## src/design/l2cmc_pkg.sv

```systemverilog
// Constants for the second-level cache mode control block
package l2cmc_pkg;
    localparam int          ADDR_W        = 8;
    localparam int          DATA_W        = 8;
    localparam int          CNT_W         = 16;
    // Register offsets
    localparam logic [7:0]  CACHE_CTL_OFF = 8'h00;
    localparam logic [7:0]  STATUS_OFF    = 8'h04;
    localparam logic [7:0]  WB_CNT_LO_OFF = 8'h08;
    localparam logic [7:0]  WB_CNT_HI_OFF = 8'h09;
    localparam logic [7:0]  INV_CNT_LO_OFF = 8'h0a;
    localparam logic [7:0]  INV_CNT_HI_OFF = 8'h0b;
    // Field positions of cache_control
    localparam int          FIRST_LEVEL_CACHE_ENABLE_BIT      = 0;
    localparam int          FMI_BIT       = 1;
    localparam int          RSVD_BIT      = 2;
    localparam int          NA_DIS_BIT    = 3;
    localparam int          SRAMT_LSB     = 4;
    localparam int          SIZE_LSB      = 6;
    // Writable bits; reserved bit 2 masked out
    localparam logic [7:0]  CTL_WMASK     = 8'hfb;
    localparam logic [7:0]  CTL_RESET     = 8'h00;
    localparam logic [1:0]  SIZE_NONE     = 2'h0;
    // Status register bit positions
    localparam int          ST_L2EN_BIT   = 0;
    localparam int          ST_FLUSH_BIT  = 1;
    localparam int          ST_WB_BIT     = 2;
    localparam int          ST_INCOH_BIT  = 3;
    // Outcome of a lookup
    typedef enum logic [1:0] {
        L2CMC_IDLE,
        L2CMC_HIT,
        L2CMC_MISS
    } l2cmc_res_t;
endpackage : l2cmc_pkg

```

## src/design/l2cmc_top.sv

```systemverilog
// Cache control register and the second-level cache behaviour it governs
//
// Contract
// Bit 3 set suppresses the pipelining request
// Software sets pipelining bit before caches
// Request line rewired only while bit 3 set
// Force-miss makes every tag lookup miss
// Force-miss with L2 enabled: cycle misses
// FIRST_LEVEL_CACHE_ENABLE 0, force-miss 1: reads invalidate tag
// FIRST_LEVEL_CACHE_ENABLE 1, force-miss 0: normal hit detection
// Flush: force-miss, read tags, write back dirty
// L2 enabled needs size nonzero and FIRST_LEVEL_CACHE_ENABLE
// FIRST_LEVEL_CACHE_ENABLE 1: cache-enable on cacheable cycles
// FIRST_LEVEL_CACHE_ENABLE 0: cache-enable negated, no fills
// Both set: writes miss too, incoherence possible
// Reserved bit 2 reads zero, no effect
`timescale 1ns/1ps
`default_nettype none
module l2cmc_top
    import l2cmc_pkg::*;
(
    // Clock and reset
    input  wire logic              mclk_in,
    input  wire logic              resetn_in,
    // Register port
    input  wire logic [ADDR_W-1:0] reg_addr_in,
    input  wire logic [DATA_W-1:0] reg_wdata_in,
    input  wire logic              reg_wr_in,
    input  wire logic              reg_rd_in,
    output logic      [DATA_W-1:0] reg_rdata_out,
    // Processor cycle, from pins
    input  wire logic              cyc_valid_in,
    input  wire logic              cyc_write_in,
    input  wire logic              cyc_cacheable_in,
    input  wire logic              na_wanted_in,
    // External tag compare, from pins
    input  wire logic              tag_match_in,
    input  wire logic              tag_valid_in,
    input  wire logic              tag_dirty_in,
    // Processor side outputs
    output logic                   cache_enable_indication_n_out,
    output logic                   next_address_request_n_out,
    // Cache side outputs
    output logic                   l2_hit_out,
    output logic                   l2_miss_out,
    output logic                   line_fill_out,
    output logic                   tag_invalidate_out,
    output logic                   writeback_out
);

    // Two-stage synchronisers for all pin inputs
    localparam int NSYNC = 7;
    logic [NSYNC-1:0] sync1_r;
    logic [NSYNC-1:0] sync2_r;

    always_ff @(posedge mclk_in or negedge resetn_in) begin
        if (!resetn_in) begin
            sync1_r <= '0;
            sync2_r <= '0;
        end else begin
            sync1_r <= {cyc_valid_in, cyc_write_in, cyc_cacheable_in,
                        na_wanted_in, tag_match_in, tag_valid_in,
                        tag_dirty_in};
            sync2_r <= sync1_r;
        end
    end

    logic s_valid;
    logic s_write;
    logic s_cacheable;
    logic s_na;
    logic s_match;
    logic s_tvalid;
    logic s_dirty;
    assign {s_valid, s_write, s_cacheable, s_na,
            s_match, s_tvalid, s_dirty} = sync2_r;

    // Register file
    logic [7:0]       cache_control_r;
    logic [7:0]       cache_control_nxt;
    logic [CNT_W-1:0] wb_cnt_r;
    logic [CNT_W-1:0] inv_cnt_r;
    logic             incoh_r;
    logic             wb_seen_r;

    // Unwritable reserved bit stays zero
    always_comb begin
        cache_control_nxt = cache_control_r;
        if (reg_wr_in && reg_addr_in == CACHE_CTL_OFF) begin
            // reserved bit masked
            cache_control_nxt = reg_wdata_in & CTL_WMASK;
        end
    end

    always_ff @(posedge mclk_in or negedge resetn_in) begin
        if (!resetn_in) begin
            cache_control_r <= CTL_RESET;
        end else begin
            cache_control_r <= cache_control_nxt;
        end
    end

    logic       first_level_cache_enable;
    logic       fmi;
    logic       na_dis;
    logic [1:0] size_sel;
    assign first_level_cache_enable     = cache_control_r[FIRST_LEVEL_CACHE_ENABLE_BIT];
    assign fmi      = cache_control_r[FMI_BIT];
    assign na_dis   = cache_control_r[NA_DIS_BIT];
    assign size_sel = cache_control_r[SIZE_LSB +: 2];

    // enable needs size and FIRST_LEVEL_CACHE_ENABLE
    logic l2_en;
    assign l2_en = (size_sel != SIZE_NONE) && first_level_cache_enable;

    // Cache populated means a nonzero size is fitted
    logic l2_present;
    assign l2_present = (size_sel != SIZE_NONE);

    logic flushing;
    assign flushing = l2_en && fmi;

    // Lookup decision
    l2cmc_res_t res;
    logic       fill;
    logic       inval;
    logic       wback;

    always_comb begin
        res   = L2CMC_IDLE;
        fill  = 1'b0;
        inval = 1'b0;
        wback = 1'b0;
        if (s_valid && l2_present) begin
            if (fmi) begin
                // force-miss always misses
                res = L2CMC_MISS;
            end else if (l2_en && s_match && s_tvalid) begin
                // normal hit detection
                res = L2CMC_HIT;
            end else begin
                res = L2CMC_MISS;
            end
            // R06 reads invalidate selected tag
            if (!first_level_cache_enable && fmi && !s_write) begin
                inval = 1'b1;
            end
            // flush writes back dirty lines
            if (flushing && !s_write && s_tvalid && s_dirty) begin
                wback = 1'b1;
            end
            // no fills without FIRST_LEVEL_CACHE_ENABLE
            // forced misses never allocate
            if (l2_en && !fmi && res == L2CMC_MISS
                && !s_write && s_cacheable) begin
                fill = 1'b1;
            end
        end
    end

    // Output flops
    always_ff @(posedge mclk_in or negedge resetn_in) begin
        if (!resetn_in) begin
            l2_hit_out         <= 1'b0;
            l2_miss_out        <= 1'b0;
            line_fill_out      <= 1'b0;
            tag_invalidate_out <= 1'b0;
            writeback_out      <= 1'b0;
        end else begin
            l2_hit_out         <= (res == L2CMC_HIT);
            l2_miss_out        <= (res == L2CMC_MISS);
            line_fill_out      <= fill;
            tag_invalidate_out <= inval;
            writeback_out      <= wback;
        end
    end

    // cache-enable on cacheable cycles
    // negated whenever FIRST_LEVEL_CACHE_ENABLE is clear
    always_ff @(posedge mclk_in or negedge resetn_in) begin
        if (!resetn_in) begin
            cache_enable_indication_n_out <= 1'b1;
        end else begin
            cache_enable_indication_n_out <=
                !(first_level_cache_enable && s_valid && s_cacheable);
        end
    end

    // disable bit suppresses request
    // safe to rewire once disabled
    always_ff @(posedge mclk_in or negedge resetn_in) begin
        if (!resetn_in) begin
            next_address_request_n_out <= 1'b1;
        end else begin
            next_address_request_n_out <= !(s_na && !na_dis);
        end
    end

    // writes forced to miss, may go incoherent
    always_ff @(posedge mclk_in or negedge resetn_in) begin
        if (!resetn_in) begin
            incoh_r <= 1'b0;
        end else if (reg_wr_in && reg_addr_in == STATUS_OFF
                     && reg_wdata_in[ST_INCOH_BIT]) begin
            // Set wins over a same-cycle clear
            incoh_r <= first_level_cache_enable && fmi && s_valid && s_write && l2_present;
        end else if (first_level_cache_enable && fmi && s_valid && s_write && l2_present) begin
            incoh_r <= 1'b1;
        end
    end

    // Activity counters for flush write-backs and tag invalidations
    always_ff @(posedge mclk_in or negedge resetn_in) begin
        if (!resetn_in) begin
            wb_cnt_r  <= '0;
            wb_seen_r <= 1'b0;
        end else if (wback) begin
            wb_cnt_r  <= wb_cnt_r + 1'b1;
            wb_seen_r <= 1'b1;
        end else if (!flushing) begin
            wb_seen_r <= 1'b0;
        end
    end

    always_ff @(posedge mclk_in or negedge resetn_in) begin
        if (!resetn_in) begin
            inv_cnt_r <= '0;
        end else if (inval) begin
            inv_cnt_r <= inv_cnt_r + 1'b1;
        end
    end

    // Read mux splits each counter into exactly two bytes
    if (CNT_W != 16 || DATA_W != 8) begin : g_bad_width
        $error("counter must be 16 bits and data 8 bits");
    end

    // Read path, data one cycle after the strobe
    function automatic logic [7:0] rd_mux(input logic [7:0] a);
        logic [7:0] st;
        st = 8'h00;
        st[ST_L2EN_BIT]  = l2_en;
        st[ST_FLUSH_BIT] = flushing;
        st[ST_WB_BIT]    = wb_seen_r;
        st[ST_INCOH_BIT] = incoh_r;
        case (a)
            CACHE_CTL_OFF:  rd_mux = cache_control_r;
            STATUS_OFF:     rd_mux = st;
            WB_CNT_LO_OFF:  rd_mux = wb_cnt_r[7:0];
            WB_CNT_HI_OFF:  rd_mux = wb_cnt_r[15:8];
            INV_CNT_LO_OFF: rd_mux = inv_cnt_r[7:0];
            INV_CNT_HI_OFF: rd_mux = inv_cnt_r[15:8];
            default:        rd_mux = 8'h00;
        endcase
    endfunction

    always_ff @(posedge mclk_in or negedge resetn_in) begin
        if (!resetn_in) begin
            reg_rdata_out <= 8'h00;
        end else if (reg_rd_in) begin
            reg_rdata_out <= rd_mux(reg_addr_in);
        end else begin
            reg_rdata_out <= 8'h00;
        end
    end

    // Checks
    chk_na_suppress: assert property (
        @(posedge mclk_in) disable iff (!resetn_in)
        $past(na_dis) |-> next_address_request_n_out)
        else $error("pipelining request asserted while disabled");

    chk_force_miss: assert property (
        @(posedge mclk_in) disable iff (!resetn_in)
        (s_valid && l2_present && fmi) |=> (l2_miss_out && !l2_hit_out))
        else $error("forced lookup did not miss");

    chk_forced_no_fill: assert property (
        @(posedge mclk_in) disable iff (!resetn_in)
        (l2_en && fmi) |=> !line_fill_out)
        else $error("fill during forced miss");

    chk_read_inval: assert property (
        @(posedge mclk_in) disable iff (!resetn_in)
        (s_valid && l2_present && !first_level_cache_enable && fmi && !s_write)
        |=> tag_invalidate_out)
        else $error("read did not invalidate tag");

    chk_normal_hit: assert property (
        @(posedge mclk_in) disable iff (!resetn_in)
        (s_valid && l2_en && !fmi && s_match && s_tvalid)
        |=> l2_hit_out)
        else $error("matching tag not reported as hit");

    chk_flush_wback: assert property (
        @(posedge mclk_in) disable iff (!resetn_in)
        (s_valid && flushing && !s_write && s_tvalid && s_dirty)
        |=> writeback_out && $changed(wb_cnt_r))
        else $error("dirty line not written back during flush");

    chk_l2_enable: assert property (
        @(posedge mclk_in) disable iff (!resetn_in)
        line_fill_out |-> $past(first_level_cache_enable) && ($past(size_sel) != SIZE_NONE))
        else $error("fill with cache not enabled");

    chk_ken_assert: assert property (
        @(posedge mclk_in) disable iff (!resetn_in)
        (first_level_cache_enable && s_valid && s_cacheable) |=> !cache_enable_indication_n_out)
        else $error("cache-enable not given");

    chk_ken_negated: assert property (
        @(posedge mclk_in) disable iff (!resetn_in)
        !first_level_cache_enable |=> cache_enable_indication_n_out && !line_fill_out)
        else $error("cache-enable or fill with FIRST_LEVEL_CACHE_ENABLE clear");

    chk_write_miss: assert property (
        @(posedge mclk_in) disable iff (!resetn_in)
        (s_valid && l2_present && first_level_cache_enable && fmi && s_write)
        |=> l2_miss_out && incoh_r)
        else $error("write not forced to miss");

    chk_reserved_zero: assert property (
        @(posedge mclk_in) disable iff (!resetn_in)
        reg_rd_in && reg_addr_in == CACHE_CTL_OFF
        |=> !reg_rdata_out[RSVD_BIT])
        else $error("reserved bit reads nonzero");

    chk_na_given: assert property (
        @(posedge mclk_in) disable iff (!resetn_in)
        (s_na && !na_dis) |=> !next_address_request_n_out)
        else $error("pipelining request withheld while enabled");

    chk_cacheless_quiet: assert property (
        @(posedge mclk_in) disable iff (!resetn_in)
        (s_valid && !l2_present) |=> !(l2_hit_out || l2_miss_out || line_fill_out
                                       || tag_invalidate_out || writeback_out))
        else $error("lookup activity with no cache fitted");

    chk_ken_idle: assert property (
        @(posedge mclk_in) disable iff (!resetn_in)
        !(first_level_cache_enable && s_valid && s_cacheable) |=> cache_enable_indication_n_out)
        else $error("cache-enable outside a cacheable cycle");

    chk_reserved_store: assert property (
        @(posedge mclk_in) disable iff (!resetn_in)
        !cache_control_r[RSVD_BIT])
        else $error("reserved bit stored");

endmodule : l2cmc_top
`default_nettype wire

```

## config.mk

```make
export PLATFORM = sky130hd
export DESIGN_NAME = l2cmc_top
export DESIGN_NICKNAME = d
export VERILOG_FILES = /design/src/design/l2cmc_pkg.sv /design/src/design/l2cmc_top.sv
export SDC_FILE = /design/constraint.sdc
export NUM_CORES = 1
export LEC_CHECK = 0
export ABC_AREA = 0
export BUFFER_PORTS_ARGS = -buffer_cell sky130_fd_sc_hd__buf_2
export CAP_MARGIN = 10
export CORE_ASPECT_RATIO = 1.5
export CORE_MARGIN = 4
export CORE_UTILIZATION = 50
export CTS_CLUSTER_DIAMETER = 40
export DETAILED_ROUTE_END_ITERATION = 10
export PLACE_DENSITY = 0.74
export SYNTH_ARGS = -nofsm -noshare
export SYNTH_HDL_FRONTEND = slang
export SYNTH_SLANG_ARGS = --single-unit
export TNS_END_PERCENT = 20
```

## constraint.sdc

```tcl
create_clock -name mclk_in -period 1.9 [get_ports mclk_in]
set_input_delay 0.285 -clock mclk_in [delete_from_list [all_inputs] [get_ports mclk_in]]
set_output_delay 0.285 -clock mclk_in [all_outputs]
set_load 0.1 [all_outputs]
```

* Word-level counts from Yosys, hierarchy flattened
Cells that the tools add are included.
** Operators by class
- Bitwise logic cells :: 0
- Muxes and demuxes :: 16
- Equality and inequality tests :: 9
- $add $sub $neg :: 2
- Multiply operators :: 0
- Order comparisons :: 0
- Reduce and logical (&&, ||, !) cells :: 33
- Shifts and indexed selects :: 0
- Divide/modulo/power cells :: 0
** Operator list (count)
- case mux 8 bit (6 select lines) :: 1
- adder 16 x 1 -> 16 bit (second input constant) :: 2
- equality test 8 x 4 -> 1 bit (second input constant) :: 4
- logical AND 1 bit :: 24
- 2-to-1 mux 1 bit :: 10
- equality test 8 x 3 -> 1 bit (second input constant) :: 1
- logical NOT 8 bit :: 1
- 2-to-1 mux 2 bit :: 4
- 2-to-1 mux 8 bit :: 1
- logical NOT 1 bit :: 6
- equality test 2 bit (second input constant) :: 2
- nonzero test 2 bit :: 2
- equality test 2 x 1 -> 1 bit (second input constant) :: 1
- inequality test 2 x 1 -> 1 bit (second input constant) :: 1
** Word-level totals
- Memories kept :: 0
- Bits in registers :: 70
- Output and inout bits :: 15
- Latch bits :: 0
- Memory bits (writable) :: 0
- Memory bits (read-only) :: 0
- Word-level logic and storage cells :: 75

* Longest topological paths before layout
Gate-level depths: netlist (run 1).
- Depth after elaboration :: 13
- Gate-level depth with buffers :: 5

* Worst setup path after synthesis (run 1)
No wires, ideal clock.
- Path type :: input to register
- From :: input port reg_addr_in[5]
- To :: register cache_control_r[0]
- Buffers on the path :: 1
- Setup slack :: 51 ps
- Stages :: 5
- Setup time :: 127 ps
- Data arrival time :: 1721 ps
- Data required time :: 1773 ps
- Cell sequence :: or4_4 > nor4_4 > and3b_1 > buf_4 > mux2_1
** Between the ends
- Word-level cells in the longest chain between the ends :: 2
** RTL lines
- from (decl) :: line l2cmc_top.sv:26 : input wire logic [ADDR_W-1:0] reg_addr_in,
- logical NOT 8 bit :: line l2cmc_top.sv:89 : if (reg_wr_in && reg_addr_in == CACHE_CTL_OFF) begin
- logical AND 1 bit :: line l2cmc_top.sv:89
- to (signal assigned) :: line l2cmc_top.sv:99 : cache_control_r <= cache_control_nxt;
- to (decl) :: line l2cmc_top.sv:79 : logic [7:0] cache_control_r;
No other way between the ends.
A chain may end at the register's enable or synchronous reset.

* Final worst setup path (run 1)
- From :: register inv_cnt_r[0]
- To :: register inv_cnt_r[12]
** Between the ends
- Word-level cells in the longest chain between the ends :: 1
** RTL lines
- from (decl) :: line l2cmc_top.sv:82 : logic [CNT_W-1:0] inv_cnt_r;
- from (signal assigned) :: line l2cmc_top.sv:229 : inv_cnt_r <= inv_cnt_r + 1'b1;
- adder 16 x 1 -> 16 bit :: line l2cmc_top.sv:229
No other way between the ends.

==> metrics, run 1 <==
setup bufs post-CTS=0; Gate Count Post-Synth=233; fmax=596 MHz; Total Routing Usage GR=18.4%; Via density=5.62; Post-Synth XOR/XNOR Area=8.77%; r2r endpoint=inv_cnt_r[12]; post-synthesis mux area share=9.56%; Synth Area in Compound Gates=5.18%; Detail Route Antenna Nets=0; Slew HR=66.8%; CTS Buffer Depth=2; Die Wd=71.2 um; Worst-Skew Late Latency=0.35 ns; PwrDens=800 mW/mm^2; # hold bufs at CTS=1; Multi-input gate area=0.00121 mm^2; Site Rows=34; Post-Syn Area=0.00300 mm^2; CP max FO=4; Net Switching=677 uW; Setup TNS=0 ns; Hold Crit Endpoint=sync1_r[3]; Worst-path clk slew=0.08 ns; WP data arrival=1.90 ns; syn_area_per_cell=12.9 um^2; first-pass GRT wire length=10.2 mm; CTS Buf Count=9; GRT overflow=0; # IOs=42; clk sinks=70; R2R setup slack=0.22 ns; hold path depth=1; Synth Area in Simple Gates=16.1%; Main synth FF type=dfrtp_1; CP bufs+invs=1; Core Region=0.00583 mm^2; Worst Slack Setup Final=0.222 ns; Final Cycle Share=88.3%; #FFs+latches synth=70; die height=103 um; RR Startpoint=inv_cnt_r[0]; internal power=2180 uW; hold path start=na_wanted_in; Yosys top cell area share=56.8%; kind of critical path=register to register; Final Skew=0.0128 ns; switching part of the total power=23.7%; Warnings, synthesis=0; initial antenna violation count=0; die area=0.00732 mm^2; area taken by flip-flops and latches=0.00175 mm^2; Starting Density=51.4%; VDD IR max=0.000436 V; Antenna Cells=0; outcome=finished, final reports clean; H-tree depth=3; clock root cell=clkbuf_8; clock share of power=41.4%; CP cell instances=ha_1 -> nand4bb_1 -> nor4_1 -> buf_4 -> nand3_1 -> xnor2_1; top cells by area, synth=dfrtp_1, xnor2_1, mux2_1; Static Leak=0.00170 uW; Worst setup SP type=register; unrepaired setup endpoints after global routing=no; Final nets=320; Final setup viols=0; Critical-path top delay cell=dfrtp_1; share of cells above drive strength 1=27.4%; Hold Crit Class=primary input to register; router iterations before antenna repair=4; power share of the combinational group=4.8%; placed wire-length estimate=4.38 mm; Synth async-reset ratio=100%; Worst Tran Pin Value=0.501 ns; Layout fillers=455; CTS tree=built; Synthesized Nets=262; # DRC=0; delay-heaviest family, CP=simple AND/OR/NAND/NOR gates; final count of hold timing violations=0; post-cts resize count=0; synth unique cells=43; number of global-route vias before repair=2095; largest net degree at the start of global routing=71; Final Instance Area=0.00357 mm^2; Max Cap Viol=0; DR vias=2067; Place WS=-0.0579 ns; post-DR wirelength/cell=16.2 um; Initial DRC Count=138; Tmin final=1.68 ns; IO Port Bufs=40; Largest stage delay, worst path=0.42 ns; drt total wl=5.96 mm; Synth area leader=dfrtp_1; post-place instance area=0.00336 mm^2; EDFF count, synth=0; number of cells on the worst reg-to-reg path=6; most frequent cell after synthesis=dfrtp_1; Slew Viols, Final=0; largest family of logic cells by synthesized area=simple AND/OR/NAND/NOR gates; Critical Path RT=2.12 ns; part of the power in registers=53.8%; Synth top cells by count=dfrtp_1, xnor2_1, nand4_1, nand2_1, nand3_1; Synth Area in Adders=0.835%; gpl congestion=0.769; Critical Path End Type=register; Seq/Total Area, Yosys=58.5%; area grow syn2layout=19.2%
worst max path at each step:
stage,endpoint,from,depth (start not counted)
final,inv_cnt_r[12],inv_cnt_r[0],6
after global routing,wb_cnt_r[11],cache_control_r[0],5
after CTS,inv_cnt_r[12],inv_cnt_r[0],6
after detailed placement,cache_control_r[0],reg_addr_in[5],6
after global placement,reg_rdata_out[6],reg_addr_in[5],6
after floorplan,cache_control_r[0],reg_addr_in[5],5
cells in the final DEF, fill, tap and decap left out, drive strengths merged, types with 2 or more instances in the layout:
cell       n
clkinvlp   2
nor3b      2
o22a       4
nor2b      4
clkbuf    10
mux2      15
or4        2
buf       52
o211ai     2
nand2b     2
xnor2     21
dfrtp     68
nor4       6
nand2     12
mux2i      5
a22oi      6
dfstp      2
clkinv     2
and3       5
o21ai      3
nor2      11
a31oi      2
and4       4
inv        2
xor2       9
nand3     12
nand4     13
nor3       3
ha         2
mux4       3
sequential cells by signal, summed over array words and instances, names as in the netlist:
register	count
inv_cnt_r	16
wb_cnt_r	16
reg_rdata_out	8
cache_control_r	7
sync1_r	7
sync2_r	7
cache_enable_indication_n_out	1
incoh_r	1
l2_hit_out	1
l2_miss_out	1
line_fill_out	1
next_address_request_n_out	1
tag_invalidate_out	1
wb_seen_r	1
writeback_out	1
metal layers:
layer / GRT usage [%] / part of all wire [%]
met5: 0 / 0
met4: 8.54 / 2.2
met3: 4.00 / 4.4
met2: 31.8 / 54
met1: 21.7 / 39
power groups by stage:
stage | Clock (uW) | Combinational (uW) | Sequential [uW]
after floorplan | 0 | 48.1 | 1580
after global placement | 0 | 135 | 1570
after detailed placement | 0 | 137 | 1570
after CTS | 1200 | 139 | 1540
after global routing | 1270 | 151 | 1540
final | 1180 | 136 | 1540
stage by stage:
stage	hold WS [ns]	power (uW)	std cells	util, %
after floorplan	-0.0106	1630	233	-
after global placement	0.327	1700	351	57.7
after detailed placement	0.333	1700	351	57.7
after CTS	0.0262	2880	368	61.3
after global routing	0.0225	2970	368	61.3
final	0.0329	2860	368	61.3
kinds of logic after synthesis:
kind of cell,count (synthesis)
flip-flops,70
AND/OR/NAND/NOR,80
multiplexers,23
XOR/XNOR,30
AO/OA/AOI/OAI,21
adder cells (fa/ha/maj),2
buffers and inverters,7
worst register-to-register path, stage by stage, from the launching register on:
cell and delay (ns):
dfrtp_1 0.42, ha_1 0.18, nand4bb_1 0.17, nor4_1 0.37, buf_4 0.18, nand3_1 0.09
xnor2_1 0.15
final cells by class:
| cell class | count | area share [%] |
|---|---|---|
| timing repair buffer | 53 | 8.76 |
| sequential | 70 | 49.1 |
| multi-input combinational | 156 | 33.9 |
| clock buffer | 10 | 3.57 |
| clock inverter | 6 | 2.00 |
| inverter | 1 | 0.105 |
| tap | 72 | 2.52 |
Power figures use the tool's default switching activity.
==> run 2, diff against run 1 <==
--- a/config.mk
+++ b/config.mk
@@ -8,12 +8,14 @@
 export ABC_AREA = 0
 export BUFFER_PORTS_ARGS = -buffer_cell sky130_fd_sc_hd__buf_2
 export CAP_MARGIN = 10
+export CELL_PAD_IN_SITES_DETAIL_PLACEMENT = 1
+export CELL_PAD_IN_SITES_GLOBAL_PLACEMENT = 2
 export CORE_ASPECT_RATIO = 1.5
 export CORE_MARGIN = 4
-export CORE_UTILIZATION = 50
+export CORE_UTILIZATION = 38
 export CTS_CLUSTER_DIAMETER = 40
 export DETAILED_ROUTE_END_ITERATION = 10
-export PLACE_DENSITY = 0.74
+export PLACE_DENSITY = 0.8
 export SYNTH_ARGS = -nofsm -noshare
 export SYNTH_HDL_FRONTEND = slang
 export SYNTH_SLANG_ARGS = --single-unit
==> run 2 against run 1 <==
- core utilization down 13 points
- clock-buffer cell count up 2
- total power up 13%
- largest cell class unchanged
- global-route usage down 1.5 points
- critical path type unchanged
- critical endpoint is now wb_cnt_r[11]
- largest power group unchanged
==> metrics, run 2 (synthesized netlist as in run 1, its figures left out) <==
Worst setup SP type=register; share of cells above drive strength 1=28.3% (+0.97 points); placed insts=385 (+9.7%); DR vias=2088 (+1.0%); Site Rows=39 (+15%); H-tree depth=3 (unchanged); CTS tree=built; Final Instance Area=0.00372 mm^2 (+4.3%); Setup TNS=0 ns (unchanged); Place WS=-0.0625 ns (-0.00458 ns); IO Port Bufs=40 (unchanged); CP cell instances=nand4b_1 -> nor4_1 -> buf_4 -> nand4_1 -> xnor2_1; delay-heaviest family, CP=simple AND/OR/NAND/NOR gates; Final Cycle Share=92.5% (+4.2 points); first-pass GRT wire length=11.6 mm (+14%); PwrDens=865 mW/mm^2 (+8.1%); Top Registers=inv_cnt_r (16), wb_cnt_r (16), reg_rdata_out (8); clock root cell=clkbuf_16; VDD IR max=0.000461 V (+5.7%); Starting Density=39.1% (-12 points); Worst-path clk slew=0.06 ns (-0.02 ns); Detail Route Antenna Nets=0 (unchanged); GRT overflow=0 (unchanged); die area=0.00940 mm^2 (+28%); Final setup viols=0 (unchanged); Die Wd=80.5 um (+13%); Layout Cells excl Fill=402 (+9.2%); final count of hold timing violations=0 (unchanged); Hold Crit Class=primary input to register; largest net degree at the start of global routing=32 (-55%); gpl congestion=0.773 (+0.53%); die height=117 um (+14%); CTS Buf Count=9 (unchanged); clk sinks=70 (unchanged); # IOs=42 (unchanged); Critical-path top delay cell=dfrtp_1; drt total wl=6.99 mm (+17%); Static Leak=0.00176 uW (+3.4%); Worst Slack Setup Final=0.142 ns (-0.0798 ns); Slew HR=59.1% (-7.7 points); placed wire-length estimate=5.28 mm (+21%); initial antenna violation count=0 (unchanged); Via density=5.19 (-7.5%); Tmin final=1.76 ns (+0.0798 ns); Worst Tran Pin Value=0.613 ns (+0.112 ns); CP bufs+invs=1 (unchanged); Critical Path End Type=register; commonest cells after routing, fill and taps aside=dfrtp_1, buf_2, xnor2_1; post-place instance area=0.00343 mm^2 (+2.0%); Critical Path RT=2.12 ns (about the same); # DRC=0 (unchanged); fmax=569 MHz (-4.5%); setup bufs post-CTS=0 (unchanged); WP data arrival=1.98 ns (+0.08 ns); number of global-route vias before repair=2262 (+8.0%); unrepaired setup endpoints after global routing=no; Final Skew=0.00802 ns (-0.00478 ns); router iterations before antenna repair=4 (unchanged); Core Region=0.00766 mm^2 (+31%); area grow syn2layout=24.3%; most common cell after layout, fill and taps aside=dfrtp_1; Final nets=324 (+1.3%); Antenna Cells=0 (unchanged); outcome=finished, final reports clean; CP max FO=7 (+3); Largest stage delay, worst path=0.49 ns (+0.07 ns); Initial DRC Count=76 (-45%); Max Cap Viol=0 (unchanged); post-DR wirelength/cell=17.4 um (+7.4%); Worst-Skew Late Latency=0.34 ns (about the same); CTS Buffer Depth=2 (unchanged); Slew Viols, Final=0 (unchanged); kind of critical path=register to register; Total Routing Usage GR=16.9% (-1.5 points)
==> run 2: cell count changes in the layout (fill, tap and decap cells not counted), sizes merged <==
cell    delta
bufinv     -1
buf        +4
inv        -1
clkbuf     +2
==> run 2: through the flow <==
| step | total power, uW | utilization [%] | hold slack (ns) |
|---|---|---|---|
| 3_5_place_dp | 1720 | 44.8 | 0.328 |
| 3_3_place_gp | 1710 | 44.8 | 0.322 |
| 2_1_floorplan | 1630 | - | -0.0106 |
| 5_1_grt | 3330 | 48.6 | 0.0513 |
| 4_1_cts | 3250 | 48.5 | 0.0471 |
| 6_report | 3220 | 48.6 | 0.0514 |
==> run 2: report_power, final <==
part | internal, uW | switching (uW) | leakage (uW) | total (uW)
clock network | 922 | 608 | 0.000129 | 1530
logic | 55.5 | 94.4 | 0.000695 | 150
registers | 1520 | 20.6 | 0.000932 | 1540
==> run 2: worst paths after layout <==
kind,slack [ns],start,endpoint,cells past startpoint
min in group asynchronous,0.49,resetn_in,cache_control_r[3],2
min,0.05,cyc_cacheable_in,sync1_r[4],1
min reg2reg,0.35,sync1_r[0],sync2_r[0],0
max,0.14,cache_control_r[0],wb_cnt_r[11],5
max reg2reg,0.14,cache_control_r[0],wb_cnt_r[11],5
max in group asynchronous,0.78,resetn_in,inv_cnt_r[13],3
==> run 2: layer usage <==
layer,GRT usage (%),share of wire (%),vias up
li1,-,-,974
met1,20.3,41,1053
met2,28.4,52,45
met3,2.39,3.1,16
met4,10.6,3.7,0
met5,0,0,-
==> run 2: repair_timing <==
action                                  in CTS  in global routing
hold buffers                                 1                  0
gates resized for setup                      0                  1
endpoints found under the setup margin       0                  2
hold endpoints to repair                    24                  0
==> run 2: layout make-up <==
cell class / instances / area [um^2]
clock inverters: 4 / 32.5
clock buffers: 12 / 246
repair buffers: 57 / 343
well taps: 102 / 128
flip-flops and latches: 70 / 1750
multi-input cells: 156 / 1220
inverters: 1 / 3.75
fillers: 840 / 3940
==> run 2: worst reg2reg max path: stages, from the launching register on <==
cell and delay (ns):
dfrtp_1 0.49, nand4b_1 0.28, nor4_1 0.40, buf_4 0.20
nand4_1 0.12, xnor2_1 0.15
==> run 3, diff against run 2 <==
--- a/config.mk
+++ b/config.mk
@@ -6,15 +6,15 @@
 export NUM_CORES = 1
 export LEC_CHECK = 0
 export ABC_AREA = 0
-export BUFFER_PORTS_ARGS = -buffer_cell sky130_fd_sc_hd__buf_2
 export CAP_MARGIN = 10
 export CELL_PAD_IN_SITES_DETAIL_PLACEMENT = 1
 export CELL_PAD_IN_SITES_GLOBAL_PLACEMENT = 2
 export CORE_ASPECT_RATIO = 1.5
 export CORE_MARGIN = 4
-export CORE_UTILIZATION = 38
+export CORE_UTILIZATION = 42
 export CTS_CLUSTER_DIAMETER = 40
 export DETAILED_ROUTE_END_ITERATION = 10
+export DONT_BUFFER_PORTS = 1
 export PLACE_DENSITY = 0.8
 export SYNTH_ARGS = -nofsm -noshare
 export SYNTH_HDL_FRONTEND = slang
==> run 3 against run 2 <==
- setup slack better by 0.0025 ns
- largest cell class unchanged
- clock-buffer cell count down 2
- critical path depth down 2
- combinational power down 30%
- wire length down 0.11%
==> metrics, run 3 (synthesized netlist as in run 1, its figures left out) <==
M1 WL=2.79 mm (-3.4%); Antenna Cells=0 (unchanged); setup bufs post-CTS=0 (unchanged); DR top layer=met4; Total Routing Usage GR=17.7% (+0.81 points); fin util=52.5% (+3.9 points); Tmin final=1.76 ns (-0.00253 ns); H-tree depth=3 (unchanged); Multi-input gate area=0.00121 mm^2 (-0.51%); WP data arrival=1.99 ns (about the same); commonest cells after routing, fill and taps aside=dfrtp_1, buf_4, xnor2_1; Die Wd=77.0 um (-4.4%); Worst-Skew Late Latency=0.35 ns (about the same); share of cells above drive strength 1=19.9% (-8.4 points); Final Skew=0.00787 ns (-0.000143 ns); hold path depth=2 (+1); placed insts=329 (-15%); Hold Crit Class=primary input to register; CTS Buf Count=9 (unchanged); Setup TNS=0 ns (unchanged); gpl congestion=0.797 (+3.0%); drt total wl=6.98 mm (-0.11%); area taken by flip-flops and latches=0.00175 mm^2 (unchanged); Worst-path clk slew=0.07 ns (about the same); Final setup viols=0 (unchanged); Slew Viols, Final=0 (unchanged); # IOs=42 (unchanged); die area=0.00858 mm^2 (-8.7%); Starting Density=43.4% (+4.3 points); Slew HR=63.9% (+4.8 points); # DRC=0 (unchanged); most common cell after layout, fill and taps aside=dfrtp_1; number of global-route vias before repair=2233 (-1.3%); DR vias=2034 (-2.6%); Layout fillers=711 (-15%); CP max FO=8 (+1); Worst setup SP type=register; placed wire-length estimate=5.00 mm (-5.4%); clk sinks=70 (unchanged); Max Cap Viol=0 (unchanged); final count of hold timing violations=0 (unchanged); Static Leak=0.00167 uW (-5.2%); first-pass GRT wire length=11.5 mm (-0.59%); Core Region=0.00690 mm^2 (-10%); clock root cell=clkbuf_8; Final Cycle Share=92.4% (-0.13 points); unrepaired setup endpoints after global routing=no; PwrDens=898 mW/mm^2 (+3.9%); largest net degree at the start of global routing=71 (+120%); Detail Route Antenna Nets=0 (unchanged); r2r endpoint=wb_cnt_r[1]; Critical Path End Type=register; router iterations before antenna repair=4 (unchanged); VDD IR max=0.000386 V (-16%); RR Startpoint=cache_control_r[6]; Final nets=300 (-7.4%); CTS Buffer Depth=2 (unchanged); Via density=5.75 (+11%); Layout Cells excl Fill=354 (-12%); Site Rows=37 (-5.1%); IO Port Bufs=0 (-100%); WL met2=3.71 mm (+2.3%); Top Registers=inv_cnt_r (16), wb_cnt_r (16), reg_rdata_out (8); Met3 Routed Length=290 um (+32%); GRT overflow=0 (unchanged); number of cells on the worst reg-to-reg path=3 (-2); Critical Path RT=2.14 ns (+0.02 ns); Worst Tran Pin Value=0.540 ns (-0.0736 ns); CTS tree=built; fmax=570 MHz (+0.14%); R2R setup slack=0.14 ns (about the same); area grow syn2layout=21.0%; kind of critical path=register to register; outcome=finished, final reports clean; Initial DRC Count=111 (+46%); Hold Crit Endpoint=reg_rdata_out[2]; die height=111 um (-4.5%); initial antenna violation count=0 (unchanged); hold path start=reg_addr_in[2]; post-DR wirelength/cell=19.7 um (+13%)
run 3: cell count changes in the layout (fill, tap and decap cells not counted), moves of 2 or more:
cell / delta
dlygate4sd3_1: +7
buf_4: +9
clkbuf_8: +9
bufinv_16: +4
clkbuf_1: -2
buf_2: -40
clkinv_4: -2
clkbuf_16: -9
run 3: worst max path at each step:
| stage | startpoint | to | depth (start not counted) |
|---|---|---|---|
| floorplan | reg_addr_in[5] | cache_control_r[0] | 5 |
| global placement | reg_addr_in[5] | cache_control_r[0] | 5 |
| detailed placement | reg_addr_in[5] | cache_control_r[7] | 5 |
| CTS | cache_control_r[6] | wb_cnt_r[14] | 5 |
| global route | cache_control_r[6] | wb_cnt_r[3] | 4 |
| finish | cache_control_r[6] | wb_cnt_r[1] | 3 |
run 3: what timing repair did:
item | CTS | global route
gates resized for setup | 0 | 0
hold buffers | 7 | 2
endpoints found under the hold margin | 77 | 70
run 3: routing by layer:
layer,vias up,track usage (%)
met3,13,5.10
li1,928,-
met4,0,10.2
met1,1056,19.9
met2,37,29.8
met5,-,0
run 3: worst max-delay path, cell delays in order, from the launching register on:
cell,delay [ns]
dfrtp_1,0.49
o211ai_1,0.27
nor2_1,0.49
mux2_1,0.38
run 3: per-stage QoR:
stage | setup WS (ns) | hold slack, ns | cell area (um^2) | power (uW)
floorplan | 0.0512 | -0.0106 | 3000 | 1630
global placement | 0.0567 | -0.00906 | 3250 | 1630
detailed placement | 0.0168 | -0.00901 | 3250 | 1640
CTS | 0.118 | -0.399 | 3590 | 3250
global route | 0.0196 | 0.0391 | 3620 | 3380
finish | 0.144 | 0.0603 | 3620 | 3260
run 3: cell type report:
class | instances | share of cell area, %
flip-flops and latches | 70 | 48.4
multi-input cells | 156 | 33.4
repair buffers | 33 | 7.94
clock buffers | 10 | 3.80
clock inverters | 6 | 3.66
well taps | 78 | 2.69
inverters | 1 | 0.104
run 3: where the power goes:
| part | switching [uW] | internal [uW] | total, uW | leakage (uW) |
|---|---|---|---|---|
| Sequential | 31.7 | 1520 | 1550 | 0.000932 |
| Combinational | 59.9 | 45.4 | 105 | 0.000601 |
| Clock | 565 | 1040 | 1600 | 0.000132 |
| Total | 656 | 2600 | 3260 | 0.00167 |
